File: config.mk
export PLATFORM = sky130hd
export DESIGN_NAME = pam_alert_top
export DESIGN_NICKNAME = d
export VERILOG_FILES = /design/src/pam_pkg.sv /design/src/pam_mem_if.sv /design/src/pam_thr_mem.sv /design/src/pam_limit_cnt.sv /design/src/pam_alert_top.sv
export SDC_FILE = /design/constraint.sdc
export NUM_CORES = 1
export LEC_CHECK = 0
export ABC_AREA = 1
export BUFFER_PORTS_ARGS = -buffer_cell sky130_fd_sc_hd__clkbuf_2
export CORE_ASPECT_RATIO = 0.5
export CORE_MARGIN = 2
export CORE_UTILIZATION = 56
export DETAILED_ROUTE_END_ITERATION = 10
export MAX_ROUTING_LAYER = met4
export PLACE_DENSITY = 0.88
export SETUP_SLACK_MARGIN = 0.5
export SLEW_MARGIN = 0
export SYNTH_ARGS = -nofsm -noshare
export SYNTH_HDL_FRONTEND = slang
export SYNTH_SLANG_ARGS = --single-unit
File: constraint.sdc
create_clock -name clk -period 2.9 [get_ports clk]
set_input_delay 0.58 -clock clk [delete_from_list [all_inputs] [get_ports clk]]
set_output_delay 0.58 -clock clk [all_outputs]
set_load 0.01 [all_outputs]
File: src/pam_pkg.sv
// pam_pkg: constants shared by the alert logic, its limit counters and its testbench.
// assumes byte-wide register access and a sequencer that marks each sample and cycle end.
package pam_pkg;

  // channel count and field widths
  localparam int MAX_CH = 4;
  localparam int NCH_DEF = 4;
  localparam int CH_W = 2;
  localparam int V_W = 16;
  localparam int P_W = 24;
  localparam int CNT_W = 4;
  localparam int RUN_W = 5;
  localparam int NPAR = 5;

  // timing of the conversion-complete pulse
  localparam int CLK_HZ = 25_000_000;
  localparam int CC_PULSE_NS = 5000;
  localparam int CC_PULSE_CYC = (CC_PULSE_NS * (CLK_HZ / 1_000_000)) / 1000;
  localparam int CC_W = 8;

  // register offsets
  localparam logic [7:0] A_BUS_SET = 8'h1C;
  localparam logic [7:0] A_CAUSE_VOLT = 8'h20;
  localparam logic [7:0] A_CAUSE_CURR = 8'h21;
  localparam logic [7:0] A_CAUSE_PWR = 8'h22;
  localparam logic [7:0] A_CAUSE_OVF = 8'h23;
  localparam logic [7:0] A_ASSIGN1 = 8'h24;
  localparam logic [7:0] A_ASSIGN2 = 8'h25;
  localparam logic [7:0] A_LIM_EN_V = 8'h26;
  localparam logic [7:0] A_LIM_EN_C = 8'h27;
  localparam logic [7:0] A_LIM_EN_P = 8'h28;
  localparam logic [7:0] A_CNT_V = 8'h29;
  localparam logic [7:0] A_CNT_C = 8'h2A;
  localparam logic [7:0] A_CNT_P = 8'h2B;
  localparam logic [7:0] A_ACC_LIM = 8'h2C;
  localparam logic [7:0] A_CNTR_LIM = 8'h2D;
  localparam logic [7:0] A_PIN_CFG = 8'h2E;
  localparam logic [7:0] A_THR_BASE = 8'h40;
  localparam int THR_CH_LSB = 4;

  // threshold record layout, byte offsets, low byte first
  localparam int TB_OV = 0;
  localparam int TB_UV = 2;
  localparam int TB_OC = 4;
  localparam int TB_UC = 6;
  localparam int TB_OP = 8;
  localparam int THR_BYTES = 11;

  // parameter index of each limit comparison
  localparam int P_OV = 0;
  localparam int P_UV = 1;
  localparam int P_OC = 2;
  localparam int P_UC = 3;
  localparam int P_OP = 4;

  // bus settings bits
  localparam int BS_PIN1_IN = 4;
  localparam int BS_GEN_ALERT = 5;
  localparam int BS_PIN2_OUT = 6;
  localparam int BS_PIN2_IN = 7;
  localparam logic [7:0] BUS_SET_RST = 8'h40;

  // source assignment bits, same layout in both assignment registers
  localparam int AS_OV = 0;
  localparam int AS_UV = 1;
  localparam int AS_OC = 2;
  localparam int AS_UC = 3;
  localparam int AS_OP = 4;
  localparam int AS_FULL = 5;
  localparam int AS_OVF = 6;
  localparam int AS_CC = 7;
  localparam int NSRC = 7;

  // pin configuration bits
  localparam int PC_PIN1_ALERT = 0;
  localparam int PC_PIN2_ALERT = 1;

  // fullness selection codes
  localparam logic [1:0] FULL_15_16 = 2'h0;
  localparam logic [1:0] FULL_7_8 = 2'h1;
  localparam logic [1:0] FULL_3_4 = 2'h2;
  localparam logic [1:0] FULL_ALL = 2'h3;

  // conversion-complete pulse states
  typedef enum logic [1:0] {
    CC_IDLE = 2'b01,
    CC_PULSE = 2'b10
  } pam_cc_e;

endpackage : pam_pkg

File: src/pam_mem_if.sv
// pam_mem_if: write and read port of the per-channel threshold memory.
// assumes one writer and one reader in the same clock domain.
`timescale 1ns/1ps
interface pam_mem_if #(parameter int CH_W = 2, parameter int NBYTES = 11);
  logic we;
  logic [CH_W-1:0] wch;
  logic [3:0] wbyte;
  logic [7:0] wdata;
  logic [CH_W-1:0] rch;
  logic [NBYTES*8-1:0] rrec;
  modport mst (output we, output wch, output wbyte, output wdata, output rch, input rrec);
  modport mem (input we, input wch, input wbyte, input wdata, input rch, output rrec);
endinterface : pam_mem_if

File: src/pam_thr_mem.sv
// pam_thr_mem: byte-written threshold store, one record per channel, registered read.
// assumes rch and wch stay below DEPTH; out-of-range reads return zero.
`timescale 1ns/1ps
module pam_thr_mem #(
  parameter int DEPTH = 4,
  parameter int NBYTES = 11,
  parameter int CH_W = 2
) (
  // clock
  input wire logic clk,
  // memory port
  pam_mem_if.mem port
);
  if (DEPTH < 1 || DEPTH > (1 << CH_W) || NBYTES < 1 || NBYTES > 16) begin : g_bad
    $error("pam_thr_mem: unsupported depth or record size");
  end

  logic [7:0] mem [DEPTH][NBYTES];

  // byte write, guarded so stray indices never touch storage
  always_ff @(posedge clk) begin
    if (port.we && int'(port.wch) < DEPTH && int'(port.wbyte) < NBYTES) begin
      mem[port.wch][port.wbyte] <= port.wdata;
    end
  end

  // whole record read out through a register, one cycle after rch
  always_ff @(posedge clk) begin
    for (int b = 0; b < NBYTES; b++) begin
      port.rrec[b*8 +: 8] <= (int'(port.rch) < DEPTH) ? mem[port.rch][b] : 8'h00;
    end
  end
endmodule : pam_thr_mem

File: src/pam_limit_cnt.sv
// pam_limit_cnt: consecutive over-limit sample counter for one parameter of one channel.
// assumes exceed is already gated by the limit enable and smp is a one-cycle strobe.
`timescale 1ns/1ps
module pam_limit_cnt import pam_pkg::*; #(
  parameter int CW = RUN_W
) (
  // clock and reset
  input wire logic clk,
  input wire logic reset,
  // sample strobe and comparison
  input wire logic smp,
  input wire logic exceed,
  input wire logic [CNT_W-1:0] need,
  // hit pulse
  output logic hit
);
  if (CW <= CNT_W) begin : g_bad
    $error("pam_limit_cnt: run counter too narrow");
  end

  logic [CW-1:0] run;

  // run length of exceeding samples, saturating; a passing sample restarts it
  always_ff @(posedge clk) begin
    if (reset) begin
      run <= '0;
    end else if (smp) begin
      run <= exceed ? ((&run) ? run : run + CW'(1)) : '0;
    end
  end

  // need holds count-1, so a run of need+1 samples hits and keeps hitting
  always_ff @(posedge clk) begin
    if (reset) begin
      hit <= 1'b0;
    end else begin
      hit <= smp && exceed && (run >= CW'(need));
    end
  end

  AST_HIT_CAUSE: assert property (@(posedge clk) disable iff (reset)
    hit |-> $past(smp && exceed && (run >= CW'(need))))
    else $error("hit without enough exceeding samples");
endmodule : pam_limit_cnt

File: src/pam_alert_top.sv
// pam_alert_top: alert logic of the power monitor, limits, fullness, causes and two pins.
// assumes synchronous inputs from the conversion sequencer and a byte register port.
// How it works
// - enabled pin goes low for 5 us after each completed conversion cycle.
// - no completion pulse in burst mode with a single active channel.
// - completion pulse never sets any cause status bit.
// - two assignment registers route every source to pin one, pin two, or both.
// - pin one in alert mode ignores its rate-reduction input.
// - bus settings bit 5 shows a live general alert flag.
// - in io mode each pin shows its input level; only pin two takes output from settings.
// - sources are rail, shunt, power limits, completion, fullness and overflow.
// - each comparison has a per-channel enable; disabled ones raise nothing.
// - thresholds compare as two's complement whatever the measurement mode.
// - per channel 16-bit current and voltage limits, 24-bit power limit.
// - a programmed run of 1 to 16 exceeding samples is needed to alert.
// - over-limits trip when strictly above, under-limits when strictly below.
// - power limit compares the magnitude of the power sample.
// - fullness selectable as 15/16, 7/8, 3/4 or full for accumulator and count.
// - reading the voltage, current or power cause register clears it and releases its alert.
// - cause register updates on the condition, with no snapshot needed.
// - overflow alert holds until full or broadcast snapshot; voltage snapshot ignored.
// - a persisting condition reasserts on the next still-exceeding sample.
// - other raised alerts drive the assigned pin low and hold it latched.
// - conditions are set at the end of each round-robin cycle.
`timescale 1ns/1ps
module pam_alert_top import pam_pkg::*; #(
  parameter int NCH = NCH_DEF
) (
  // clock and reset
  input wire logic clk,
  input wire logic reset,
  // register port
  input wire logic [7:0] reg_addr,
  input wire logic [7:0] reg_wdata,
  input wire logic reg_we,
  input wire logic reg_re,
  output logic [7:0] reg_rdata,
  // conversion sequencer
  input wire logic smp_valid,
  input wire logic [CH_W-1:0] smp_ch,
  input wire logic [V_W-1:0] rail_voltage,
  input wire logic [V_W-1:0] shunt_voltage,
  input wire logic [P_W-1:0] power_smp,
  input wire logic cycle_done,
  input wire logic burst_mode,
  input wire logic [2:0] active_cnt,
  input wire logic snap_all,
  input wire logic snap_volt,
  // accumulator state per channel
  input wire logic [NCH*4-1:0] acc_top,
  input wire logic [NCH*4-1:0] cnt_top,
  input wire logic [NCH-1:0] acc_ovf,
  input wire logic [NCH-1:0] cnt_ovf,
  // dual-purpose pins, open drain, enable low while driving
  input wire logic rate_or_flag_pin_one_i,
  output logic rate_or_flag_pin_one_o,
  output logic rate_or_flag_pin_one_oe_n,
  input wire logic io_or_flag_pin_two_i,
  output logic io_or_flag_pin_two_o,
  output logic io_or_flag_pin_two_oe_n,
  // rate reduction request towards the sequencer
  output logic rate_reduce
);
  if (NCH < 1 || NCH > MAX_CH) begin : g_bad
    $error("pam_alert_top: channel count must be 1 to 4");
  end

  // configuration registers
  logic [7:0] assign1, assign2;
  logic [7:0] lim_en_v, lim_en_c, lim_en_p;
  logic [7:0] cnt_v, cnt_c, cnt_p;
  logic [7:0] acc_lim, cntr_lim, pin_cfg;
  logic [3:0] bus_lo;
  logic pin2_out;
  // cause registers
  logic [7:0] cause_volt, cause_curr, cause_pwr, cause_ovf;
  // sample pipeline
  logic s1_valid, cd1, cd2;
  logic [CH_W-1:0] s1_ch;
  logic [V_W-1:0] s1_v, s1_i;
  logic [P_W-1:0] s1_p;
  logic [NPAR-1:0] exceed;
  logic [NPAR-1:0][MAX_CH-1:0] lim_en, hitv, pend, evt;
  logic [NPAR-1:0][CNT_W-1:0] need;
  logic [NCH-1:0] hit [NPAR];
  logic [MAX_CH-1:0] full_now, acc_ovf4, cnt_ovf4;
  logic [7:0] set_volt, set_curr, set_pwr, set_ovf;
  logic rd_volt, rd_curr, rd_pwr;
  logic [NSRC-1:0] src;
  logic lvl1, lvl2, any_cause, cc_skip, cc_on;
  pam_cc_e cc_state;
  logic [CC_W-1:0] cc_cnt;
  logic signed [V_W-1:0] thr_ov, thr_uv, thr_oc, thr_uc;
  logic signed [P_W-1:0] thr_op;
  logic [P_W:0] p_ext, p_mag;

  pam_mem_if #(.CH_W(CH_W), .NBYTES(THR_BYTES)) thr_if ();

  pam_thr_mem #(.DEPTH(NCH), .NBYTES(THR_BYTES), .CH_W(CH_W)) u_thr_mem (
    .clk(clk),
    .port(thr_if.mem)
  );

  // threshold writes go straight to the memory; records are 16 bytes apart
  assign thr_if.we = reg_we && (reg_addr[7:6] == A_THR_BASE[7:6]) &&
                     (int'(reg_addr[3:0]) < THR_BYTES);
  assign thr_if.wch = reg_addr[THR_CH_LSB +: CH_W];
  assign thr_if.wbyte = reg_addr[3:0];
  assign thr_if.wdata = reg_wdata;
  assign thr_if.rch = smp_ch;

  // configuration writes; cause and threshold bytes are handled elsewhere
  always_ff @(posedge clk) begin
    if (reset) begin
      assign1 <= 8'h00;
      assign2 <= 8'h00;
      lim_en_v <= 8'h00;
      lim_en_c <= 8'h00;
      lim_en_p <= 8'h00;
      cnt_v <= 8'h00;
      cnt_c <= 8'h00;
      cnt_p <= 8'h00;
      acc_lim <= 8'h00;
      cntr_lim <= 8'h00;
      pin_cfg <= 8'h00;
      bus_lo <= BUS_SET_RST[3:0];
      pin2_out <= BUS_SET_RST[BS_PIN2_OUT];
    end else if (reg_we) begin
      case (reg_addr)
        A_ASSIGN1: assign1 <= reg_wdata;
        A_ASSIGN2: assign2 <= reg_wdata;
        A_LIM_EN_V: lim_en_v <= reg_wdata;
        A_LIM_EN_C: lim_en_c <= reg_wdata;
        A_LIM_EN_P: lim_en_p <= {4'h0, reg_wdata[3:0]};
        A_CNT_V: cnt_v <= reg_wdata;
        A_CNT_C: cnt_c <= reg_wdata;
        A_CNT_P: cnt_p <= {4'h0, reg_wdata[3:0]};
        A_ACC_LIM: acc_lim <= reg_wdata;
        A_CNTR_LIM: cntr_lim <= reg_wdata;
        A_PIN_CFG: pin_cfg <= {6'h00, reg_wdata[1:0]};
        A_BUS_SET: begin
          bus_lo <= reg_wdata[3:0];
          pin2_out <= reg_wdata[BS_PIN2_OUT];
        end
        default: ;
      endcase
    end
  end

  // per-parameter views of the packed enable and count bytes
  assign lim_en[P_OV] = lim_en_v[3:0];
  assign lim_en[P_UV] = lim_en_v[7:4];
  assign lim_en[P_OC] = lim_en_c[3:0];
  assign lim_en[P_UC] = lim_en_c[7:4];
  assign lim_en[P_OP] = lim_en_p[3:0];
  assign need[P_OV] = cnt_v[3:0];
  assign need[P_UV] = cnt_v[7:4];
  assign need[P_OC] = cnt_c[3:0];
  assign need[P_UC] = cnt_c[7:4];
  assign need[P_OP] = cnt_p[3:0];

  // sample held one cycle so it meets its channel's thresholds from the memory
  always_ff @(posedge clk) begin
    if (reset) begin
      s1_valid <= 1'b0;
      cd1 <= 1'b0;
      cd2 <= 1'b0;
    end else begin
      s1_valid <= smp_valid;
      cd1 <= cycle_done;
      cd2 <= cd1;
    end
  end

  always_ff @(posedge clk) begin
    s1_ch <= smp_ch;
    s1_v <= rail_voltage;
    s1_i <= shunt_voltage;
    s1_p <= power_smp;
  end

  // signed compares whatever the front-end polarity mode is
  assign thr_ov = thr_if.rrec[TB_OV*8 +: V_W];
  assign thr_uv = thr_if.rrec[TB_UV*8 +: V_W];
  assign thr_oc = thr_if.rrec[TB_OC*8 +: V_W];
  assign thr_uc = thr_if.rrec[TB_UC*8 +: V_W];
  assign thr_op = thr_if.rrec[TB_OP*8 +: P_W];
  assign p_ext = {s1_p[P_W-1], s1_p};
  assign p_mag = p_ext[P_W] ? (~p_ext + (P_W+1)'(1)) : p_ext;
  assign exceed[P_OV] = $signed(s1_v) > thr_ov;
  assign exceed[P_UV] = $signed(s1_v) < thr_uv;
  assign exceed[P_OC] = $signed(s1_i) > thr_oc;
  assign exceed[P_UC] = $signed(s1_i) < thr_uc;
  assign exceed[P_OP] = $signed({1'b0, p_mag}) > $signed({{2{thr_op[P_W-1]}}, thr_op});

  // one run counter per channel and parameter
  for (genvar p = 0; p < NPAR; p++) begin : g_par
    for (genvar c = 0; c < NCH; c++) begin : g_ch
      pam_limit_cnt #(.CW(RUN_W)) u_cnt (
        .clk(clk),
        .reset(reset),
        .smp(s1_valid && (s1_ch == CH_W'(c))),
        .exceed(exceed[p] && lim_en[p][c]),
        .need(need[p]),
        .hit(hit[p][c])
      );
    end
  end

  // fullness level match, checked once per cycle end
  function automatic logic full_match(input logic [1:0] sel, input logic [3:0] top,
                                      input logic ovf);
    case (sel)
      FULL_15_16: full_match = (top == 4'hF);
      FULL_7_8: full_match = (top[3:1] == 3'h7);
      FULL_3_4: full_match = (top[3:2] == 2'h3);
      FULL_ALL: full_match = ovf;
      default: full_match = 1'b0;
    endcase
  endfunction : full_match

  // gather hits and fullness into padded per-source vectors
  always_comb begin
    hitv = '0;
    full_now = '0;
    acc_ovf4 = '0;
    cnt_ovf4 = '0;
    for (int p = 0; p < NPAR; p++) begin
      for (int c = 0; c < NCH; c++) begin
        hitv[p][c] = hit[p][c];
      end
    end
    for (int c = 0; c < NCH; c++) begin
      full_now[c] = full_match(acc_lim[2*c +: 2], acc_top[4*c +: 4], acc_ovf[c]) |
                    full_match(cntr_lim[2*c +: 2], cnt_top[4*c +: 4], cnt_ovf[c]);
      acc_ovf4[c] = acc_ovf[c];
      cnt_ovf4[c] = cnt_ovf[c];
    end
  end

  // hits wait in pend until the round-robin cycle ends
  always_ff @(posedge clk) begin
    if (reset) begin
      pend <= '0;
    end else begin
      pend <= cd2 ? '0 : (pend | hitv);
    end
  end

  assign evt = pend | hitv;
  assign set_volt = cd2 ? {evt[P_UV], evt[P_OV]} : 8'h00;
  assign set_curr = cd2 ? {evt[P_UC], evt[P_OC]} : 8'h00;
  assign set_pwr = cd2 ? {full_now, evt[P_OP]} : 8'h00;
  assign set_ovf = cd2 ? {cnt_ovf4, acc_ovf4} : 8'h00;
  assign rd_volt = reg_re && (reg_addr == A_CAUSE_VOLT);
  assign rd_curr = reg_re && (reg_addr == A_CAUSE_CURR);
  assign rd_pwr = reg_re && (reg_addr == A_CAUSE_PWR);

  // a read clears the voltage, current or power cause register, a full snapshot the overflow one; a new cause in the same cycle wins
  always_ff @(posedge clk) begin
    if (reset) begin
      cause_volt <= 8'h00;
      cause_curr <= 8'h00;
      cause_pwr <= 8'h00;
      cause_ovf <= 8'h00;
    end else begin
      cause_volt <= (rd_volt ? 8'h00 : cause_volt) | set_volt;
      cause_curr <= (rd_curr ? 8'h00 : cause_curr) | set_curr;
      cause_pwr <= (rd_pwr ? 8'h00 : cause_pwr) | set_pwr;
      cause_ovf <= (snap_all ? 8'h00 : cause_ovf) | set_ovf;
    end
  end

  // completion pulse; a retrigger during the pulse is dropped, not stretched
  assign cc_skip = burst_mode && (active_cnt == 3'h1);
  assign cc_on = (cc_state == CC_PULSE);
  always_ff @(posedge clk) begin
    if (reset) begin
      cc_state <= CC_IDLE;
      cc_cnt <= '0;
    end else begin
      case (cc_state)
        CC_IDLE: begin
          if (cd2 && !cc_skip && (assign1[AS_CC] || assign2[AS_CC])) begin
            cc_state <= CC_PULSE;
            cc_cnt <= CC_W'(CC_PULSE_CYC - 1);
          end
        end
        CC_PULSE: begin
          if (cc_cnt == '0) begin
            cc_state <= CC_IDLE;
          end else begin
            cc_cnt <= cc_cnt - CC_W'(1);
          end
        end
        default: cc_state <= CC_IDLE;
      endcase
    end
  end

  // latched source levels, then per-pin routing; the pulse adds only on the pin
  assign src[AS_OV] = |cause_volt[3:0];
  assign src[AS_UV] = |cause_volt[7:4];
  assign src[AS_OC] = |cause_curr[3:0];
  assign src[AS_UC] = |cause_curr[7:4];
  assign src[AS_OP] = |cause_pwr[3:0];
  assign src[AS_FULL] = |cause_pwr[7:4];
  assign src[AS_OVF] = |cause_ovf;
  assign any_cause = |src;
  assign lvl1 = (|(src & assign1[NSRC-1:0])) || (cc_on && assign1[AS_CC]);
  assign lvl2 = (|(src & assign2[NSRC-1:0])) || (cc_on && assign2[AS_CC]);

  // pin drivers; in io mode pin two pulls low while its output bit is zero
  always_ff @(posedge clk) begin
    if (reset) begin
      rate_or_flag_pin_one_o <= 1'b0;
      rate_or_flag_pin_one_oe_n <= 1'b1;
      io_or_flag_pin_two_o <= 1'b0;
      io_or_flag_pin_two_oe_n <= 1'b1;
      rate_reduce <= 1'b0;
    end else begin
      rate_or_flag_pin_one_o <= 1'b0;
      io_or_flag_pin_two_o <= 1'b0;
      rate_or_flag_pin_one_oe_n <= !(pin_cfg[PC_PIN1_ALERT] && lvl1);
      io_or_flag_pin_two_oe_n <= pin_cfg[PC_PIN2_ALERT] ? !lvl2 : pin2_out;
      rate_reduce <= !pin_cfg[PC_PIN1_ALERT] && rate_or_flag_pin_one_i;
    end
  end

  // register read data; unmapped and threshold bytes read as zero
  always_ff @(posedge clk) begin
    if (reset) begin
      reg_rdata <= 8'h00;
    end else if (reg_re) begin
      case (reg_addr)
        A_BUS_SET: reg_rdata <= {io_or_flag_pin_two_i, pin2_out, any_cause,
                                 rate_or_flag_pin_one_i, bus_lo};
        A_CAUSE_VOLT: reg_rdata <= cause_volt;
        A_CAUSE_CURR: reg_rdata <= cause_curr;
        A_CAUSE_PWR: reg_rdata <= cause_pwr;
        A_CAUSE_OVF: reg_rdata <= cause_ovf;
        A_ASSIGN1: reg_rdata <= assign1;
        A_ASSIGN2: reg_rdata <= assign2;
        A_LIM_EN_V: reg_rdata <= lim_en_v;
        A_LIM_EN_C: reg_rdata <= lim_en_c;
        A_LIM_EN_P: reg_rdata <= lim_en_p;
        A_CNT_V: reg_rdata <= cnt_v;
        A_CNT_C: reg_rdata <= cnt_c;
        A_CNT_P: reg_rdata <= cnt_p;
        A_ACC_LIM: reg_rdata <= acc_lim;
        A_CNTR_LIM: reg_rdata <= cntr_lim;
        A_PIN_CFG: reg_rdata <= pin_cfg;
        default: reg_rdata <= 8'h00;
      endcase
    end
  end

  AST_CC_WIDTH: assert property (@(posedge clk) disable iff (reset)
    $rose(cc_on) |-> ##124 cc_on ##1 !cc_on)
    else $error("completion pulse not 125 cycles");
  AST_CC_BURST_SKIP: assert property (@(posedge clk) disable iff (reset)
    (cd2 && cc_skip && cc_state == CC_IDLE) |=> cc_state == CC_IDLE)
    else $error("completion pulse in single-channel burst");
  AST_CC_NO_CAUSE: assert property (@(posedge clk) disable iff (reset)
    (cd2 && evt == '0 && full_now == '0 && set_ovf == 8'h00 && !reg_re && !snap_all)
    |=> $stable(cause_volt) && $stable(cause_curr) && $stable(cause_pwr) && $stable(cause_ovf))
    else $error("cause changed without a condition");
  AST_RATE_OFF: assert property (@(posedge clk) disable iff (reset)
    pin_cfg[PC_PIN1_ALERT] |=> !rate_reduce)
    else $error("rate input active in alert mode");
  AST_GEN_FLAG: assert property (@(posedge clk) disable iff (reset)
    (reg_re && reg_addr == A_BUS_SET) |=> reg_rdata[BS_GEN_ALERT] == $past(any_cause))
    else $error("general alert flag wrong");
  AST_READ_CLEAR: assert property (@(posedge clk) disable iff (reset)
    (rd_volt && set_volt == 8'h00) |=> cause_volt == 8'h00)
    else $error("cause register not cleared by read");
  AST_OVF_HOLD: assert property (@(posedge clk) disable iff (reset)
    (snap_volt && !snap_all && cause_ovf != 8'h00) |=> cause_ovf != 8'h00)
    else $error("overflow cause lost on voltage snapshot");
  AST_SET_AT_END: assert property (@(posedge clk) disable iff (reset)
    (|(cause_curr & ~$past(cause_curr))) |-> $past(cd2))
    else $error("cause set outside cycle end");
  AST_PIN_LATCH: assert property (@(posedge clk) disable iff (reset)
    (pin_cfg[PC_PIN1_ALERT] && |(src & assign1[NSRC-1:0])) |=> !rate_or_flag_pin_one_oe_n)
    else $error("pin one not driven for routed alert");
endmodule : pam_alert_top

Word level (Yosys, flattened, before mapping)
Memories as Yosys holds them, arrays and structs flattened. A register that Yosys moved wholly into a read port is not among the register bits.
Cells that the tools add are included.
{ "totals": {"input_bits": 128, "mem_bits_rw": 352, "ff_bits": 333, "out_inout_bits": 13, "mem_count": 1} }
{ "classes": {"add_sub_neg": 22, "n_eq_ne": 94, "bitwise_logic": 13, "magnitude_cmp": 28, "n_reduce_logical": 161, "mux": 69} }
{ "mem_list": {"columns": ["memory", "words", "word_bits", "read_ports", "rd_clocked_by_memory_dff", "wr", "line_no", "rtl"], "rows": [
  ["u_thr_mem.mem", 4, 88, 1, 1, 1, "pam_thr_mem.sv:18", "logic [7:0] mem [DEPTH][NBYTES];"]
]} }
{ "ops": {"columns": ["cell", "n"], "rows": [
  ["$mux W5", 40],
  ["$pmux W8 S16", 1],
  ["$eq A8 B6 Y1 const B", 15],
  ["$add A5 B1 Y5 const B", 20],
  ["$ge A5 B4 Y1", 20],
  ["$reduce_and A5 Y1", 20],
  ["$mux W8", 11],
  ["$mux W88", 1],
  ["$logic_and A1 B1 Y1", 78],
  ["$reduce_and A2 Y1", 33],
  ["$eq A2 B2 Y1 const B", 27],
  ["$ne A2 B2 Y1 const B", 22],
  ["$demux W8 S4", 1],
  ["$eq A4 B4 Y1 const B", 8],
  ["$gt A16 B16 Y1", 2],
  ["$lt A16 B16 Y1", 2],
  ["$or A8 B8 Y8", 4],
  ["$pmux W1 S4", 8],
  ["$reduce_or A32 Y1", 1],
  ["$gt A26 B24 Y1", 1],
  ["$add A25 B1 Y25 const B", 1],
  ["$mux W25", 1],
  ["$not A25 Y25", 1],
  ["$eq A3 B3 Y1 const B", 8],
  ["26 further kinds", 61]
]} }

Logic depth before layout (Yosys ltp)
Gate-level depths: netlist (run 1).
{ "logic_depth": {"word_depth": 7, "depth_mapped": 22, "mapped_depth_nobuf": 22} }

By module
A second synthesis (run 1) with hierarchy kept.
{ "unflattened": {"hier_cells": 4350, "hier_area_um2": 36342.4} }
{ "by_module_without_submodules": {"columns": ["module", "n_inst", "area_each_um2", "cells_each", "seq_area_each_um2"], "rows": [
  ["pam_thr_mem", 1, 16871.2, 1546, 12331.8],
  ["pam_alert_top", 1, 11413.4, 1584, 4264.1],
  ["pam_limit_cnt", 20, 402.9, 61, 120.1]
]} }

Worst setup path after synthesis (run 1)
No wires, ideal clock.
{ "synth_timing": {"path_type": "reg2reg", "startpoint": "register s1_p[0]", "endpoint": "register g_par[4].g_ch[0].u_cnt.run[2]", "stages_incl_launch_ff": 22, "setup_time_ns": 0.132, "t_arrival_ns": 2.848, "setup_slack_ns": -0.081, "path_buffers": 0, "cell_sequence": "dfxtp_1 -> inv_1 -> ha_1 -> inv_1 -> nor3_1 -> nand2_1 -> nor3_2 -> nand4_1 -> o21ai_1 -> nand2_1 -> xor2_1 -> ha_1 -> nand2_1 -> inv_1 -> nand3_1 -> nor2_1 -> nor2b_2 -> nand3_1 -> nand3_2 -> nand2_2 -> nand3_1 -> a21oi_1"} }
{ "synth_between": {"elab_chain_cells": 7} }
{ "synth_rtl": {"columns": ["item", "line_no", "rtl"], "rows": [
  ["from (decl)", "pam_alert_top.sv:81", "logic [P_W-1:0] s1_p;"],
  ["from (signal assigned)", "pam_alert_top.sv:179", "s1_p <= power_smp;"],
  ["$not A25 Y25", "pam_alert_top.sv:189", "assign p_mag = p_ext[P_W] ? (~p_ext + (P_W+1)'(1)) : p_ext;"],
  ["$add A25 B1 Y25", "pam_alert_top.sv:189", null],
  ["$mux W25 *", "pam_alert_top.sv:189", null],
  ["$gt A26 B24 Y1 *", "pam_alert_top.sv:194", "assign exceed[P_OP] = $signed({1'b0, p_mag}) > $signed({{2{thr_op[P_W-1]}}, thr_op});"],
  ["$logic_and A1 B1 Y1 *", "pam_alert_top.sv:203", ".exceed(exceed[p] && lim_en[p][c]),"],
  ["$ne A2 B2 Y1 (no source line)", null, null],
  ["$reduce_and A2 Y1 (no source line)", null, null],
  ["to (signal assigned)", "pam_limit_cnt.sv:28", "run <= exceed ? ((&run) ? run : run + CW'(1)) : '0;"],
  ["to (decl)", "pam_limit_cnt.sv:21", "logic [CW-1:0] run;"]
]} }
Every way passes the cells marked *; elsewhere a longest branch is shown, timed or not.
A chain may end at the register's enable or synchronous reset.

Worst setup path after layout (run 1)
{ "layout_timing": {"startpoint": "register s1_p[0]", "endpoint": "register g_par[4].g_ch[3].u_cnt.run[2]"} }
{ "layout_between": {"elab_chain_cells": 7} }
{ "layout_rtl": {"columns": ["item", "line_no"], "rows": [
  ["$not A25 Y25", "pam_alert_top.sv:189"],
  ["$add A25 B1 Y25", "pam_alert_top.sv:189"],
  ["$mux W25 *", "pam_alert_top.sv:189"],
  ["$gt A26 B24 Y1 *", "pam_alert_top.sv:194"],
  ["$logic_and A1 B1 Y1 *", "pam_alert_top.sv:203"],
  ["$ne A2 B2 Y1 (no source line)", null],
  ["$reduce_and A2 Y1 (no source line)", null],
  ["to (signal assigned)", "pam_limit_cnt.sv:28"],
  ["to (decl)", "pam_limit_cnt.sv:21"]
]} }
Marked as above.

==> results.toml, run 1 <==
[timing]
hold_viol = 0
worst_clock_skew_ns = 0.03943
maxClockFrequency_mhz = 287.5
tightest_slew_ns = 1.144
period_share_pct = 119.9
period_needed_ns = 3.478
layout_setup_ws_ns = -0.5783
maxSlewViolCount = 0
timing.setup.tns_ns = -11.31
timing.slew.headroom_pct = 23.73
rsz0062_at_grt = "yes"
hold_slack_ns = 0.05237
timing.final.setup_violations = 24

[global_routing]
grt_antenna_before_repair = 1
groute.usage.overall_pct = 29.39
globalRoute.totalOverflow = 0
grt_pass1_wl_mm = 138.7
maximum_number_of_pins_on_one_net_before_global_route_repair = 146
grt_pass1_vias = 26410

[detailed_routing]
detail_route.first_pass.iterations = 8
routed_via_count = 27420
detail_route.vias_per_cell = 5.931
detailedRoute.firstIterationViolations = 3647
routedWlPerCell_um = 19.95
antenna_violating_nets_post_route = 0
drcViolationCount = 0
detail_route.wirelength_mm = 92.22

[floorplanning]
die_w_um = 350.9
die_area_mm2 = 0.06227
io_pins = 141
die_y_um = 177.5
fp-row-count = 63
fp.coreArea_mm2 = 0.05936
floorplan.initialDensity_pct = 56.77

[clock_tree]
tritoncts_clock_tree = "done"
number_of_hold_buffers_added_after_cts = 0
cts_inserted_buffers = 68
cts.htree.levels = 3
cts-root-buf = "clkbuf_16"
worst_skew_pair.late_latency_ns = 0.63
cts_num_sinks = 773
clock_tree.buffer_depth = 3
clkTransAtPathRegs_ns = 0.08

[synthesis]
postSynth.asyncResetShare_pct = 0
synthDominantAreaCellType = "edfxtp_1"
postSynthRegisterBits = 773
post-synth-top-area-fraction_pct = 31.37
postSynth.topFlopCell = "dfxtp_1"
register_area_share_after_synthesis_pct = 56.38
synthesis.area_mm2 = 0.03370
synth.yosys.warnings = 0
syn_avg_cell_area_um2 = 9.487
netlist_instances = 3552
synth_enable_flop_cells = 352
synth.area.top_cells = "edfxtp_1, dfxtp_1, ha_1"
synth.distinct_cells = 53

[placed_design]
buffer_ports.inserted = 137
placedCellCount = 4486
detailed_place_hpwl_mm = 59.65
placement.setup.worst_slack_ns = -0.4647
gpl.final_weighted_congestion = 0.9552
detailed_place.area_mm2 = 0.03582

[final_layout]
post_route_cell_area_mm2 = 0.03855
fill_cells = 4061
fin_util_pct = 64.95
final_nets = 4095
layout.area.seq_mm2 = 0.01900
layout-drive-gt1-share_pct = 13.52
stdcell_count = 4623
multi_input_comb_area_mm2 = 0.01303
synthToLayoutAreaGrowth_pct = 14.40

[worst_setup_path]
start_to_end_type_of_the_worst_setup_path = "reg2reg"
worst_setup_path_start_kind = "flip-flop"
endpoint_kind = "flip-flop"
beginning_of_the_critical_path = "s1_p[0]$_DFF_P_"
worst-endpoint-arrival_ns = 4.04
crit_fanout = 7
rr_startpoint = "s1_p[0]$_DFF_P_"
worst_ep_required_ns = 3.46

[status]
violations_in_the_final_reports = "negative setup slack"
status = "finished with violations"

[min_path]
hp-start = "rail_voltage[13]"
hold_path.class = "in2reg"

[flow_run]
max_cap_violations = 0

[power_and_ir_drop]
p_per_area_mw_per_mm2 = 583.5
totalPowerFinal_mw = 22.49
power.static_leakage_nw = 14.86
worst_ir_drop_vdd_uv = 494.4
-- registers in the layout, summed over array words and instances (netlist names), 16 cells and up --
signal	flops
pend	20
g_par.g_ch.u_cnt.hit	20
g_par.g_ch.u_cnt.run	100
s1_p	24
u_thr_mem.port.rrec	88
s1_v	16
u_thr_mem.mem	352
s1_i	16
-- worst max-delay path, cell delays in order (launching register included) --
cell and delay [ns]:
dfxtp_2 0.33, inv_4 0.07, ha_4 0.12, inv_2 0.04, nor3_4 0.20, nand2_2 0.10
nor3_4 0.14, nand4_1 0.23, nand2_1 0.16, o21ai_1 0.09, xor2_1 0.16, ha_1 0.31
nand2_2 0.08, nor2_4 0.13, nand4_1 0.17, nor2b_4 0.19, nand2_2 0.08, nand3b_4 0.21
nand3_4 0.16, nand2_4 0.14, nand3_1 0.13, a21oi_2 0.19
-- logic make-up (layout without fill, tap and decap cells) --
kind of cell	Yosys count	in the layout	share of synthesized area [%]
compound gates	803	803	12.95
xor+xnor	64	64	1.663
fa+ha+maj	209	209	7.760
buf+inv	550	807	6.253
flops	773	773	56.38
other cells	1	3	0.01113
simple gates	1152	1152	14.99
-- final timing paths --
| path | endpoint | slack, ns | cells past startpoint |
|---|---|---|---|
| worst max-delay path | g_par[4].g_ch[3].u_cnt.run[2]$_SDFFE_PP0P_ | -0.58 | 21 |
| worst max register to register | g_par[4].g_ch[3].u_cnt.run[2]$_SDFFE_PP0P_ | -0.58 | 21 |
| worst min register to register | cd2$_SDFF_PP0_ | 0.40 | 2 |
| worst min-delay path | s1_v[13]$_DFF_P_ | 0.05 | 1 |
-- report_power, final --
part / internal, mW / switching (mW) / total (mW)
sequential: 11.6 / 0.118 / 11.7
clock: 4.91 / 4.25 / 9.15
combinational: 0.540 / 1.12 / 1.66
-- final cells by class --
cell class / instances / share of cell area [%]
Clock inverter: 36 / 0.9510
Clock buffer: 86 / 4.826
Inverter: 429 / 4.197
Sequential cell: 773 / 49.29
Multi-Input combinational cell: 2230 / 33.80
Tap cell: 812 / 2.635
Antenna cell: 1 / 0.006491
Timing Repair Buffer: 256 / 4.300
-- Yosys cell counts (4+ instances only) --
cell	count
inv_1	420
nand3_2	10
a21oi_1	251
xor2_1	48
a211oi_1	9
o21a_1	6
o21bai_1	10
o21ai_1	28
nand2_2	18
o21ai_0	335
clkbuf_1	94
ha_1	209
edfxtp_1	352
xnor2_1	16
nor3_2	4
nor2_1	521
nand2_4	4
or2_2	4
nand3_4	6
a21oi_2	8
buf_2	19
o31ai_1	4
dfxtp_1	421
nand4_1	55
a31oi_1	4
nand2_1	332
inv_2	9
o22ai_1	132
nand3_1	141
buf_1	4
a221oi_1	5
nor3_1	39
-- per-layer routing --
layer  GRT usage [%]  wire length (um)  vias up  share of wire, %
li1                -                 -    12530                 -
met1           35.05             34200    12870                37
met2           49.15             44670     1673                48
met3           4.685              8882      348               9.6
met4           13.84              4464        0               4.8
met5               -                 0        -                 0
-- layout by cell type (no fill, tap or decap), drive strengths merged, types with 56 or more instances in the layout --
cell and instances:
nor2 525, inv 432, dfxtp 421, o21ai 363
nand2 354, edfxtp 352, a21oi 261, clkbuf 221
ha 209, nand3 157, o22ai 132, buf 121
nand4 56
-- timing repair --
item / 4_1_cts / 5_1_grt
endpoints found under the setup margin: 24 / 72
pin swaps: 18 / 50
gates resized for setup: 27 / 68
setup buffers: 3 / 11
No activity file was read; power rests on OpenSTA's default activity.
==> inputs of run 2 (changes only) <==
Settings changed: SETUP_SLACK_MARGIN 0.5 to 0.15.
==> run 2 against run 1 <==
The run still ends with negative setup slack left. Maximum frequency grew 4.1%. Sequential share of layout area is 0.089 points lower. Non-clock buffer count down 2. Worst hold slack worse by 0.0041 ns. Global-route usage increased by 0.98 points. Setup slack improved by 0.14 ns. Total power is 3.3% higher. Critical path depth rose by 1. Cell area grew 0.20%.
==> results.toml, run 2 (synthesized netlist as in run 1, its figures left out) <==
[worst_setup_path]
worst_setup_path_start_kind = "flip-flop"
cp_slowest_stage_delay_ns = 0.33
rr_startpoint = "s1_p[1]$_DFF_P_"
start_to_end_type_of_the_worst_setup_path = "reg2reg"
critPathBufInv = 3
crit_path_frequent_cell = "nand3_4"
endpoint_kind = "flip-flop"
worst-endpoint-arrival_ns = 3.82
timing.reg2reg.worst_path_depth = 22
crit_fanout = 8
reg2reg_end = "g_par[4].g_ch[3].u_cnt.run[1]$_SDFFE_PP0P_"
r2r_slack_ns = -0.44
worst_ep_required_ns = 3.37
crit_slowest_cell = "dfxtp_2"
critPathTopFamily = "simple AND/OR/NAND/NOR gates"
worstPathCellList = "inv_4 -> nand3_4 -> nor3_4 -> nand4_1 -> nand3b_4 -> nor2_4 -> nand2_2 -> nand2_2 -> nand2_1 -> xor2_1 -> ha_1 -> nand2_1 -> inv_2 -> nand3_2 -> nor2_2 -> nor2b_4 -> buf_6 -> nand3_4 -> nand3_4 -> nand2_4 -> nand3_2 -> a21oi_1"

[timing]
timing.slew.headroom_pct = 16.82
layout_setup_ws_ns = -0.4408
maxSlewViolCount = 0
hold_viol = 0
timing.setup.tns_ns = -9.168
period_needed_ns = 3.341
worst_clock_skew_ns = 0.03269
rsz0062_at_grt = "yes"
tightest_slew_ns = 1.248
period_share_pct = 115.2
timing.final.setup_violations = 24
maxClockFrequency_mhz = 299.3

[clock_tree]
worst_skew_pair.late_latency_ns = 0.63
cts_num_sinks = 773
clkTransAtPathRegs_ns = 0.07
tritoncts_clock_tree = "done"
cts_inserted_buffers = 68
number_of_hold_buffers_added_after_cts = 0
cts-root-buf = "clkbuf_16"
cts.htree.levels = 3
clock_tree.buffer_depth = 3

[placed_design]
detailed_place_hpwl_mm = 59.30
gpl.final_weighted_congestion = 0.9518
detailed_place.area_mm2 = 0.03583
buffer_ports.inserted = 137
placement.setup.worst_slack_ns = -0.4384

[global_routing]
globalRoute.totalOverflow = 0
grt_antenna_before_repair = 0
grt_pass1_vias = 27150
maximum_number_of_pins_on_one_net_before_global_route_repair = 178
grt_pass1_wl_mm = 143.0
groute.usage.overall_pct = 30.37

[detailed_routing]
antenna_violating_nets_post_route = 0
detail_route.vias_per_cell = 5.947
routed.top_layer = "met4"
detail_route.wirelength_mm = 93.25
met2WireLength_mm = 45.03
drcViolationCount = 0
routed_wl_met3_mm = 8.555
routed_via_count = 27500
met1_length_mm = 34.24
detailedRoute.firstIterationViolations = 3255
detail_route.first_pass.iterations = 6
routedWlPerCell_um = 20.17

[flow_run]
max_cap_violations = 0

[final_layout]
largest_register = "u_thr_mem.mem"
num_antenna_cells = 0
largest_register_ffs = 352
synthToLayoutAreaGrowth_pct = 14.63
final_nets = 4093
top_registers = "u_thr_mem.mem x352, g_par.g_ch.u_cnt.run x100, u_thr_mem.port.rrec x88"
most_used_cells_in_the_layout_excluding_fill_and_tap_cells = "nor2_1, dfxtp_1, inv_1"
fill_cells = 4161
layout-drive-gt1-share_pct = 13.01
multi_input_comb_area_mm2 = 0.01289
layout_commonest_cell = "nor2_1"
post_route_cell_area_mm2 = 0.03863
layout.area.seq_mm2 = 0.01900

[floorplanning]
io_pins = 141
die_area_mm2 = 0.06227
die_w_um = 350.9
fp-row-count = 63
die_y_um = 177.5
fp.coreArea_mm2 = 0.05936
floorplan.initialDensity_pct = 56.77

[power_and_ir_drop]
seq_power_share_pct = 50.3
net-switching-power_mw = 5.512
pwr-share-clk_pct = 42.7
combinationalPowerShare_pct = 7.0
p_per_area_mw_per_mm2 = 601.4
power.internal_mw = 17.72
power.static_leakage_nw = 14.95
worst_ir_drop_vdd_uv = 397.3
power_switching_share_pct = 23.73

[min_path]
hp-start = "rail_voltage[13]"
whs_path_depth = 1
hold_path.class = "in2reg"
hold_path_end = "s1_v[13]$_DFF_P_"

[status]
violations_in_the_final_reports = "negative setup slack"
status = "finished with violations"
## run 2: cell types whose count changed in the layout (fill, tap and decap cells not counted), moves of 6 or more
cell       before  now
a21oi_1       238  247
a21oi_2        18   11
buf_4         113  107
bufinv_16       3   10
nand2_1       317  327
nand2_2        27   19
## run 2: final cells by class
type                       instances  share of cell area, %
inverter                         429                  4.195
multi-input combinational       2230                  33.36
tap                              812                  2.630
timing repair buffer             254                  4.314
sequential                       773                  49.20
clock inverter                    36                  1.364
clock buffer                      90                  4.940
## run 2: routing by layer
metal	vias up	track usage, %
li1	12530	-
met1	13000	35.33
met2	1547	50.57
met3	420	5.083
met4	0	16.67
met5	-	-
## run 2: worst max path at each step
stage,startpoint,end,cells past startpoint
after floorplan,s1_p[1]$_DFF_P_,g_par[4].g_ch[1].u_cnt.run[1]$_SDFFE_PP0P_,22
after global placement,s1_p[1]$_DFF_P_,g_par[4].g_ch[1].u_cnt.run[1]$_SDFFE_PP0P_,22
after detailed placement,s1_p[1]$_DFF_P_,g_par[4].g_ch[3].u_cnt.run[2]$_SDFFE_PP0P_,21
after CTS,s1_p[1]$_DFF_P_,g_par[4].g_ch[3].u_cnt.run[2]$_SDFFE_PP0P_,22
after global routing,s1_p[1]$_DFF_P_,g_par[4].g_ch[2].u_cnt.run[2]$_SDFFE_PP0P_,22
final,s1_p[1]$_DFF_P_,g_par[4].g_ch[3].u_cnt.run[1]$_SDFFE_PP0P_,22
## run 2: metrics by stage
step	hold slack (ns)	cells	total power, mW	utilization, %
2_1_floorplan	0.3883	3553	12.83	-
3_3_place_gp	0.3964	4486	13.34	60.37
3_5_place_dp	0.3947	4486	13.44	60.37
4_1_cts	0.03815	4614	23.17	64.60
5_1_grt	0.03493	4624	23.82	65.08
6_report	0.04831	4624	23.23	65.08
## run 2: power groups by stage
stage	Clock (mW)	Sequential (mW)	Combinational (mW)
after CTS	9.91	11.7	1.58
after global routing	10.3	11.7	1.79
after detailed placement	0	11.9	1.52
final	9.92	11.7	1.63
after floorplan	0	11.9	0.946
after global placement	0	11.9	1.44
## run 2: worst reg2reg max path: cells and delay by family, from the launching register on
family          cells  cell delay (ns)
flops               1             0.33
compound gates      1             0.09
simple gates       16             2.07
xor+xnor            1             0.15
buf+inv             3             0.24
fa+ha+maj           1             0.30
## run 2: repair_timing
| action | CTS | global route |
|---|---|---|
| setup endpoints to repair | 24 | 26 |
| pin swaps | 9 | 23 |
| gates resized for setup | 14 | 52 |
| buffers inserted | 2 | 10 |
